[src/pkg/rdac_params.svh]
`ifndef RDAC_PARAMS_SVH
`define RDAC_PARAMS_SVH

// reset values
`define RDAC_RTS_N_RST      1'b1
`define RDAC_RX_EN_RST      1'b0
// field positions of a receive fifo word
`define RDAC_WORD_PERR_POS  8
`define RDAC_WORD_DATA_MSB  7
// fifo shape
`define RDAC_FIFO_WIDTH     9
`define RDAC_FIFO_DEPTH     4

`endif

[src/pkg/rdac_pkg.sv]
package rdac_pkg;

  // direction control states, gray order along idle -> busy
  typedef enum logic [0:0] {
    DIR_IDLE = 1'h0,
    DIR_BUSY = 1'h1
  } rdac_dir_state_type;

  // what the receive filter does with one character
  typedef enum logic [1:0] {
    RX_DROP  = 2'h0,
    RX_STORE = 2'h1,
    RX_ADDR  = 2'h3
  } rdac_rx_action_type;

endpackage : rdac_pkg

[src/core/rdac_top.sv]
`timescale 1ns/1ps
`include "rdac_params.svh"

// ----------------------------------------------------------------
// small receive fifo
// ----------------------------------------------------------------
module rdac_fifo #(
  parameter int WIDTH = `RDAC_FIFO_WIDTH,
  parameter int DEPTH = `RDAC_FIFO_DEPTH
) (
  // clock and reset
  input  wire logic             clk,
  input  wire logic             rst_n,
  // fill side
  input  wire logic             in_valid,
  output logic                  in_ready,
  input  wire logic [WIDTH-1:0] in_data,
  // drain side
  output logic                  out_valid,
  input  wire logic             out_ready,
  output logic      [WIDTH-1:0] out_data
);
  localparam int AW = (DEPTH > 1) ? $clog2(DEPTH) : 1;
  if (DEPTH < 2 || (DEPTH & (DEPTH - 1)) != 0 || WIDTH < 1) begin : g_bad_shape
    $error("rdac_fifo: depth must be a power of two of at least 2");
  end
  logic [WIDTH-1:0] mem_q [DEPTH];
  logic [AW:0]      wr_q;
  logic [AW:0]      rd_q;
  logic             push;
  logic             pop;
  assign in_ready  = (wr_q - rd_q) != (AW+1)'(DEPTH);
  assign out_valid = wr_q != rd_q;
  assign out_data  = mem_q[rd_q[AW-1:0]];
  assign push      = in_valid && in_ready;
  assign pop       = out_valid && out_ready;
  always_ff @(posedge clk) begin
    if (push) begin
      mem_q[wr_q[AW-1:0]] <= in_data;
    end
  end
  always_ff @(posedge clk or negedge rst_n) begin
    if (!rst_n) begin
      wr_q <= '0;
    end else if (push) begin
      wr_q <= wr_q + (AW+1)'(1);
    end
  end
  always_ff @(posedge clk or negedge rst_n) begin
    if (!rst_n) begin
      rd_q <= '0;
    end else if (pop) begin
      rd_q <= rd_q + (AW+1)'(1);
    end
  end
endmodule : rdac_fifo

module rdac_top #(
  parameter int FIFO_DEPTH = `RDAC_FIFO_DEPTH
) (
  // clock and reset
  input  wire logic       clk,
  input  wire logic       rst_b,
  // configuration bits
  input  wire logic       modem_rts_bit,
  input  wire logic       hw_flow_en,
  input  wire logic       flow_rts_n,
  input  wire logic       auto_dir_en,
  input  wire logic       dir_invert,
  input  wire logic       multidrop_en,
  input  wire logic       special_char_en,
  input  wire logic [7:0] station_addr,
  input  wire logic       line_int_en,
  // host receiver control and status reads
  input  wire logic       rx_enable_set,
  input  wire logic       rx_enable_clr,
  input  wire logic       line_status_read,
  // transmitter state
  input  wire logic       tx_wr,
  input  wire logic       tx_fifo_empty,
  input  wire logic       tx_shift_empty,
  // received characters
  input  wire logic       rx_char_valid,
  input  wire logic [7:0] rx_char_data,
  input  wire logic       rx_char_parity,
  input  wire logic       rx_parity_err,
  // receive fifo read side
  input  wire logic       rd_ready,
  output logic            rd_valid,
  output logic      [7:0] rd_data,
  output logic            rd_perr,
  // status and pin
  output logic            rts_n_q,
  output logic            rx_enabled_q,
  output logic            line_int_q,
  output logic            rx_overrun_q
);
  if (FIFO_DEPTH < 2) begin : g_bad_depth
    $error("rdac_top: receive fifo too shallow");
  end
  // ----------------------------------------------------------------
  // reset release
  // ----------------------------------------------------------------
  logic [1:0] rst_sync_q;
  logic       rst_n;
  always_ff @(posedge clk or negedge rst_b) begin
    if (!rst_b) begin
      rst_sync_q <= 2'h0;
    end else begin
      rst_sync_q <= {rst_sync_q[0], 1'b1};
    end
  end
  assign rst_n = rst_sync_q[1];
  // ----------------------------------------------------------------
  // direction control
  // ----------------------------------------------------------------
  rdac_pkg::rdac_dir_state_type dir_q;
  rdac_pkg::rdac_dir_state_type dir_d;
  logic                         tx_done;
  logic                         rts_n_d;
  assign tx_done = tx_fifo_empty && tx_shift_empty;
  always_comb begin
    dir_d = dir_q;
    case (dir_q)
      rdac_pkg::DIR_IDLE: begin
        if (tx_wr || !tx_done) begin
          dir_d = rdac_pkg::DIR_BUSY;
        end
      end
      rdac_pkg::DIR_BUSY: begin
        if (tx_done && !tx_wr) begin
          dir_d = rdac_pkg::DIR_IDLE;
        end
      end
      default: dir_d = rdac_pkg::DIR_IDLE;
    endcase
  end
  always_ff @(posedge clk or negedge rst_n) begin
    if (!rst_n) begin
      dir_q <= rdac_pkg::DIR_IDLE;
    end else begin
      dir_q <= dir_d;
    end
  end
  always_comb begin
    if (auto_dir_en) begin
      // busy drives low, or high when inverted
      rts_n_d = (dir_d == rdac_pkg::DIR_BUSY) ? dir_invert : !dir_invert;
    end else if (hw_flow_en) begin
      rts_n_d = flow_rts_n;
    end else begin
      rts_n_d = !modem_rts_bit;
    end
  end
  always_ff @(posedge clk or negedge rst_n) begin
    if (!rst_n) begin
      rts_n_q <= `RDAC_RTS_N_RST;
    end else begin
      rts_n_q <= rts_n_d;
    end
  end
  // ----------------------------------------------------------------
  // receive filter
  // ----------------------------------------------------------------
  rdac_pkg::rdac_rx_action_type act;
  logic                         addr_hit;
  logic                         push;
  logic                         push_perr;
  logic                         fifo_ready;
  logic                         fifo_valid;
  logic [8:0]                   fifo_out;
  assign addr_hit = rx_char_data == station_addr;
  always_comb begin
    act = rdac_pkg::RX_DROP;
    if (!rx_char_valid) begin
      act = rdac_pkg::RX_DROP;
    end else if (!multidrop_en) begin
      act = rdac_pkg::RX_STORE;
    end else if (!rx_char_parity) begin
      // data character
      act = rx_enabled_q ? rdac_pkg::RX_STORE : rdac_pkg::RX_DROP;
    end else if (!special_char_en || addr_hit) begin
      act = rdac_pkg::RX_ADDR;
    end else begin
      act = rdac_pkg::RX_DROP;
    end
  end
  assign push      = act != rdac_pkg::RX_DROP;
  // address characters carry the parity bit in the error position
  assign push_perr = (act == rdac_pkg::RX_ADDR) ? rx_char_parity : rx_parity_err;
  rdac_fifo #(
    .WIDTH (`RDAC_FIFO_WIDTH),
    .DEPTH (FIFO_DEPTH)
  ) rdac_fifo_inst (
    .clk       (clk),
    .rst_n     (rst_n),
    .in_valid  (push),
    .in_ready  (fifo_ready),
    .in_data   ({push_perr, rx_char_data}),
    .out_valid (fifo_valid),
    .out_ready (!rd_valid || rd_ready),
    .out_data  (fifo_out)
  );
  // receiver enable: hardware decisions win over host pulses
  always_ff @(posedge clk or negedge rst_n) begin
    if (!rst_n) begin
      rx_enabled_q <= `RDAC_RX_EN_RST;
    end else if (multidrop_en && special_char_en && rx_char_valid && rx_char_parity) begin
      rx_enabled_q <= addr_hit;
    end else if (rx_enable_set) begin
      rx_enabled_q <= 1'b1;
    end else if (rx_enable_clr) begin
      rx_enabled_q <= 1'b0;
    end
  end
  // line status interrupt: set wins over read clear
  always_ff @(posedge clk or negedge rst_n) begin
    if (!rst_n) begin
      line_int_q <= 1'b0;
    end else if (push && push_perr && line_int_en) begin
      line_int_q <= 1'b1;
    end else if (line_status_read) begin
      line_int_q <= 1'b0;
    end
  end
  always_ff @(posedge clk or negedge rst_n) begin
    if (!rst_n) begin
      rx_overrun_q <= 1'b0;
    end else begin
      rx_overrun_q <= push && !fifo_ready;
    end
  end
  // ----------------------------------------------------------------
  // registered read port
  // ----------------------------------------------------------------
  always_ff @(posedge clk or negedge rst_n) begin
    if (!rst_n) begin
      rd_valid <= 1'b0;
      rd_data  <= 8'h00;
      rd_perr  <= 1'b0;
    end else if (!rd_valid || rd_ready) begin
      rd_valid <= fifo_valid;
      rd_data  <= fifo_out[`RDAC_WORD_DATA_MSB:0];
      rd_perr  <= fifo_out[`RDAC_WORD_PERR_POS];
    end
  end
endmodule : rdac_top

[config.mk]
export PLATFORM = sky130hd
export DESIGN_NAME = rdac_top
export DESIGN_NICKNAME = d
export VERILOG_FILES = /design/src/pkg/rdac_pkg.sv /design/src/core/rdac_top.sv
export VERILOG_INCLUDE_DIRS = /design/src /design/src/pkg
export SDC_FILE = /design/constraint.sdc
export NUM_CORES = 1
export LEC_CHECK = 0
export ABC_CLOCK_PERIOD_IN_PS = 800
export BUFFER_PORTS_ARGS = -buffer_cell sky130_fd_sc_hd__clkbuf_2
export CAP_MARGIN = 20
export CORE_UTILIZATION = 54
export CTS_CLUSTER_SIZE = 20
export DETAILED_ROUTE_END_ITERATION = 10
export MAX_ROUTING_LAYER = met4
export PLACE_DENSITY = 0.79
export SYNTH_ARGS = -nofsm -noshare
export SYNTH_HDL_FRONTEND = slang
export SYNTH_SLANG_ARGS = --single-unit
[constraint.sdc]
create_clock -name clk -period 0.8 [get_ports clk]
set_input_delay 0.12 -clock clk [delete_from_list [all_inputs] [get_ports clk]]
set_output_delay 0.12 -clock clk [all_outputs]
set_load 0.05 [all_outputs]
* Word-level counts from Yosys, hierarchy flattened
Memories as Yosys holds them, arrays and structs flattened. A register that Yosys moved wholly into a read port is not among the register bits. Index checks and enable logic that the tools add are counted.
Operators by class: $add $sub $neg 3, equality and inequality tests 4, multiplexer cells 19, bitwise operators 1, reductions and logical operators 24
Operators with widths (count):
- 1-bit two-way mux | 14
- 1-bit logical AND | 10
- 8-bit == test | 1
- 1-bit logical NOT | 8
- 2-bit two-way mux | 4
- 3-bit by 1-bit adder with 3-bit output, second input constant | 2
- 2-bit nonzero test | 2
- 1-bit logical OR | 3
- 3-bit inequality test | 1
- 3-bit inequality test, second input constant | 1
- 3-bit nonzero test | 1
- 3-bit subtractor | 1
- 2-bit == test, second input constant | 1
- 1-bit one-hot mux with 2 select lines | 1
- 1-bit inverter | 1
Storage, ports and cells: register bits 14, memory bits (writable) 36, input bits 36, output and inout bits 14, word-level logic and storage cells 61, memories kept 1
Memories:
- rdac_fifo_inst.mem_q | words 4, width 9, rd ports 1, clocked after Yosys merged registers in 1, write ports 1, RTL line rdac_top.sv:27 | logic [WIDTH-1:0] mem_q [DEPTH];

* Longest topological paths before layout
depth after elaboration 11, depth in mapped cells 8, gate-level depth less buffers 7

* By module
From an unflattened synthesis, not the netlist that was laid out.
Second synthesis, totals: cell total of the unflattened synthesis 149, area total of the unflattened synthesis 2496.1 µm²
Modules (own cells, without submodules):
- rdac_fifo | times used 1, cells each 83, area each 1720.4 µm²
- rdac_top | times used 1, cells each 66, area each 775.7 µm²

* Worst setup path before layout
Ideal clock, no wire load.
path kind reg-to-reg, start point register rdac_fifo_inst.rd_q[1], end point memory rdac_fifo_inst.mem_q[1][0] (netlist name) (enable), setup time 338 ps, arrival 1636 ps, required time 462 ps, slack -1174 ps, stages on the path, launching flop included 8, buffers on the path 1, period minus slack after synthesis 1974 ps, cells stage by stage dfrtp_1 -> clkbuf_1 -> inv_1 -> ha_1 -> nand2b_1 -> xnor2_1 -> nand3_2 -> and3_1
On the way: cells in the longest elaborated chain, start to end 5
RTL lines:
- from (decl) | RTL line rdac_top.sv:29 | logic [AW:0] rd_q;
- from (signal assigned) | RTL line rdac_top.sv:53 | rd_q <= rd_q + (AW+1)'(1);
- 3-bit subtractor | RTL line rdac_top.sv:32 | assign in_ready = (wr_q - rd_q) != (AW+1)'(DEPTH);
- 3-bit inequality test | RTL line rdac_top.sv:32
- 1-bit logical AND | RTL line rdac_top.sv:35 | assign push = in_valid && in_ready;
- 1-bit two-way mux | RTL line rdac_top.sv:38 | if (push) begin
- 1-bit two-way mux (not written as such) | RTL line rdac_top.sv:39 | mem_q[wr_q[AW-1:0]] <= in_data;
- to (decl) | RTL line rdac_top.sv:27
No other way between the ends.

* Final worst setup path
start point register rdac_fifo_inst.rd_q[1], end point register rdac_fifo_inst.wr_q[1]
On the way: cells in the longest elaborated chain, start to end 3
RTL lines:
- 3-bit subtractor | RTL line rdac_top.sv:32
- 3-bit inequality test | RTL line rdac_top.sv:32
- 1-bit logical AND | RTL line rdac_top.sv:35
- to (signal assigned) | RTL line rdac_top.sv:46 | wr_q <= wr_q + (AW+1)'(1);
- to (decl) | RTL line rdac_top.sv:28 | logic [AW:0] wr_q;
No other way between the ends. A chain may end at the register's enable or synchronous reset.

==> impl_metrics.env <==
export IMPL_outcome="finished, violations left"
export IMPL_failed_checks="negative setup slack"
export IMPL_cts_num_sinks=58
export IMPL_ff2ff_path_depth=7
export IMPL_final_max_slew_viol_count=0
export IMPL_grt_overflow=0
export IMPL_hp_class="in -> reg"
export IMPL_post_route_min_period_ns=1.63
export IMPL_final_cell_mix="edfxtp_1, clkbuf_2, buf_4, dfrtp_1, buf_8"
export IMPL_drive_gt1_frac=0.635
export IMPL_grt_busiest_layer="met2"
export IMPL_worstHoldEndpoint="rx_enabled_q$_DFFE_PN0P_"
export IMPL_p_per_area_mw_per_mm2=3880
export IMPL_rsz0062_at_grt="yes"
export IMPL_die_area_mm2=0.00489
export IMPL_area_delta_synth_final_pct=49.5
export IMPL_clockPowerShare=0.162
export IMPL_synth_nets=191
export IMPL_synth_cell_types=34
export IMPL_synth_warnings=0
export IMPL_swShare=0.356
export IMPL_antennaDiodeCount=0
export IMPL_setup_worst_path_end_class="register"
export IMPL_leakagePower_nw=1.57
export IMPL_drc_errors=0
export IMPL_period_share=2.03
export IMPL_peakVddDrop_v=0.00208
export IMPL_final_area_mm2=0.00372
export IMPL_wl_um=6150
export IMPL_numCtsBuffers=9
export IMPL_place_area_mm2=0.00310
export IMPL_worstHoldStart="rx_enable_set"
export IMPL_worstReg2RegStart="rdac_fifo_inst.rd_q[1]$_DFFE_PN0P_"
export IMPL_cp_start_kind="register"
export IMPL_grt_max_degree=12
export IMPL_die_h_um=69.9
export IMPL_grt_pass1_wl_um=8800
export IMPL_grtUsageMet2=0.444
export IMPL_fin_skew_ns=0.00551
export IMPL_maxCapViolations=0
export IMPL_wl_per_cell_um=20.2
export IMPL_globalRouteMet3Util=0.0606
export IMPL_clk_path_buf_depth=2
export IMPL_final_common_cell="edfxtp_1"
export IMPL_core_area_mm2=0.00438
export IMPL_viasPerCell=5.45
export IMPL_die_w_um=69.9
export IMPL_antenna_found_initial=0
export IMPL_post_route_util=0.849
export IMPL_seq_power_share=0.320
export IMPL_finalNetCount=290
export IMPL_syn_area_per_cell_um2=16.8
export IMPL_worst_slack_ns=-0.827
export IMPL_use_met1=0.296
export IMPL_path_cells="inv_4 > ha_4 > nand2b_4 > xnor2_4 > nand3_4 > and2_4 > mux2_4"
export IMPL_setup_viol=74
export IMPL_globalplace_congestion=0.795
export IMPL_critPathKind="reg -> reg"
export IMPL_yosys_area_top_type="edfxtp_1"
export IMPL_io_pins=50
export IMPL_synth_top_area_frac=0.434
export IMPL_cp_max_fo=7
export IMPL_ys_ff_latch=58
export IMPL_cp_data_required_time_ns=1.00
export IMPL_finalHoldViolations=0
export IMPL_critPathMaxStageDelay_ns=0.41
export IMPL_dr_pass1_iters=4
export IMPL_first_iter_violations=113
export IMPL_seq_area_frac_synth=0.656
export IMPL_dp_hpwl_um=3940
export IMPL_insertion_delay_ns=0.32
export IMPL_cellInternalPower_mw=9.30
export IMPL_cts_root_buf="clkbuf_8"
export IMPL_cts_tree="done"
export IMPL_grt_usage=0.258
export IMPL_p_sw_mw=5.13
export IMPL_hold_depth=3
export IMPL_rows=24
export IMPL_grt_pass1_vias=1794
export IMPL_port_buffers=49
export IMPL_combPwrFrac=0.518
export IMPL_r2r_end="rdac_fifo_inst.wr_q[1]$_DFFE_PN0P_"
export IMPL_vias=1658
export IMPL_cpMaxStageDelayCell="dfrtp_1"
export IMPL_max_freq_mhz=615
export IMPL_arrival_ns=1.83
export IMPL_synthTopCellsByArea="edfxtp_1, dfrtp_1, mux4_2"
export IMPL_h_tree_depth=3
export IMPL_nFillCells=194
export IMPL_ant_nets=0
export IMPL_rrSetupSlack_ns=-0.83
export IMPL_syn_area_mm2=0.00249
export IMPL_start_util=0.568
export IMPL_cts_clk_slew_worst_paths_ns=0.06
export IMPL_syn_inst=148
[power by group through the flow]
| stage | sequential (mW) | combinational (mW) | clock (mW) |
|---|---|---|---|
| final | 4.62 | 7.47 | 2.34 |
| after global routing | 4.70 | 7.82 | 2.49 |
| after CTS | 4.49 | 6.68 | 2.33 |
| after detailed placement | 4.47 | 5.44 | 0 |
| after global placement | 4.42 | 5.17 | 0 |
| after floorplan | 5.44 | 2.77 | 0 |
[through the flow]
stage	setup slack [ns]	cells	hold WS [ns]	total power, mW	setup TNS (ns)
finish	-0.827	304	0.0544	14.4	-44.88
global route	-0.870	304	0.0459	15.0	-47.49
CTS	-0.835	299	0.0431	13.5	-45.53
detailed placement	-0.867	274	-0.0921	9.91	-45.42
global placement	-0.810	274	-0.0949	9.59	-42.77
floorplan	-0.851	148	-0.176	8.21	-42.11
[registers in the layout, summed over array words and instances, names as in the netlist]
signal / count
line_int_q: 1
rts_n_q: 1
rd_perr: 1
rdac_fifo_inst.mem_q: 36
rdac_fifo_inst.wr_q: 3
rd_valid: 1
rst_sync_q: 2
rx_overrun_q: 1
rx_enabled_q: 1
rdac_fifo_inst.rd_q: 3
rd_data: 8
[worst max-delay path by stage]
stage | from | endpoint | depth (start not counted)
after floorplan | rdac_fifo_inst.rd_q[1]$_DFFE_PN0P_ | rdac_fifo_inst.mem_q[0][0]$_DFFE_PP_ | 7
after global placement | station_addr[2] | rdac_fifo_inst.mem_q[0][2]$_DFFE_PP_ | 5
after detailed placement | station_addr[2] | rdac_fifo_inst.mem_q[0][2]$_DFFE_PP_ | 5
after CTS | rdac_fifo_inst.rd_q[1]$_DFFE_PN0P_ | rdac_fifo_inst.mem_q[3][6]$_DFFE_PP_ | 6
after global routing | rdac_fifo_inst.rd_q[1]$_DFFE_PN0P_ | rdac_fifo_inst.wr_q[1]$_DFFE_PN0P_ | 7
final | rdac_fifo_inst.rd_q[1]$_DFFE_PN0P_ | rdac_fifo_inst.wr_q[1]$_DFFE_PN0P_ | 7
[layer usage]
layer  up-vias  wire [um]
li1        755          -
met5         -          0
met4         0         97
met2        73       3430
met1       821       2380
met3         9        240
[kinds of logic (layout without fill, tap and decap cells)]
logic type / after synthesis / after routing / synth area share
compound gates: 13 / 13 / 0.0457
xor+xnor: 15 / 15 / 0.0528
fa+ha+maj: 7 / 7 / 0.0352
buf+inv: 9 / 112 / 0.0141
flops: 58 / 58 / 0.656
mux: 20 / 20 / 0.133
other cells: 1 / 1 / 0.00151
simple gates: 25 / 26 / 0.0623
[cell type report]
class / count / area, um2 / area share
clock buffer: 13 / 159 / 0.0427
tap: 52 / 65.1 / 0.0175
multi-input combinational: 82 / 1070 / 0.287
clock inverter: 3 / 13.8 / 0.00370
timing repair buffer: 90 / 756 / 0.203
inverter: 6 / 25.0 / 0.00672
sequential: 58 / 1640 / 0.440
[cells in the mapped netlist]
cell type  number
nand3_2         1
inv_1           6
ha_1            7
nand2_1         5
o21ai_1         1
buf_2           1
a211oi_1        1
nor2b_2         2
conb_1          1
and3_4          1
xnor2_1        11
nand3b_1        1
or2_1           1
dfstp_2         1
mux4_2          9
nor2_1          3
o31ai_4         2
clkbuf_1        2
nand4_1         3
mux2_2         10
a21boi_0        1
a311o_1         1
nand2b_1        2
and3_2          1
and3_1          2
a41o_2          1
and2_4          1
o21ai_0         5
nor2b_1         2
dfrtp_1        21
a21oi_1         1
edfxtp_1       36
xor2_1          4
mux2_4          1
[critical path, delay by kind of cell (launching register included)]
family / cells / cell delay (ns)
xor gates and xnor gates: 1 / 0.16
DFF: 1 / 0.41
adders and majority gates: 1 / 0.14
muxes: 1 / 0.29
buffers and inverters: 1 / 0.05
and+or+nand+nor: 3 / 0.45
[timing repair]
| item | in CTS | in global routing |
|---|---|---|
| hold buffers | 3 | 0 |
| pin swaps | 9 | 8 |
| endpoints found under the hold margin | 4 | 0 |
| setup endpoints to repair | 73 | 74 |
| setup buffers | 6 | 6 |
| resized for setup | 58 | 26 |
| cloned | 0 | 1 |
Power figures use the tool's default switching activity.
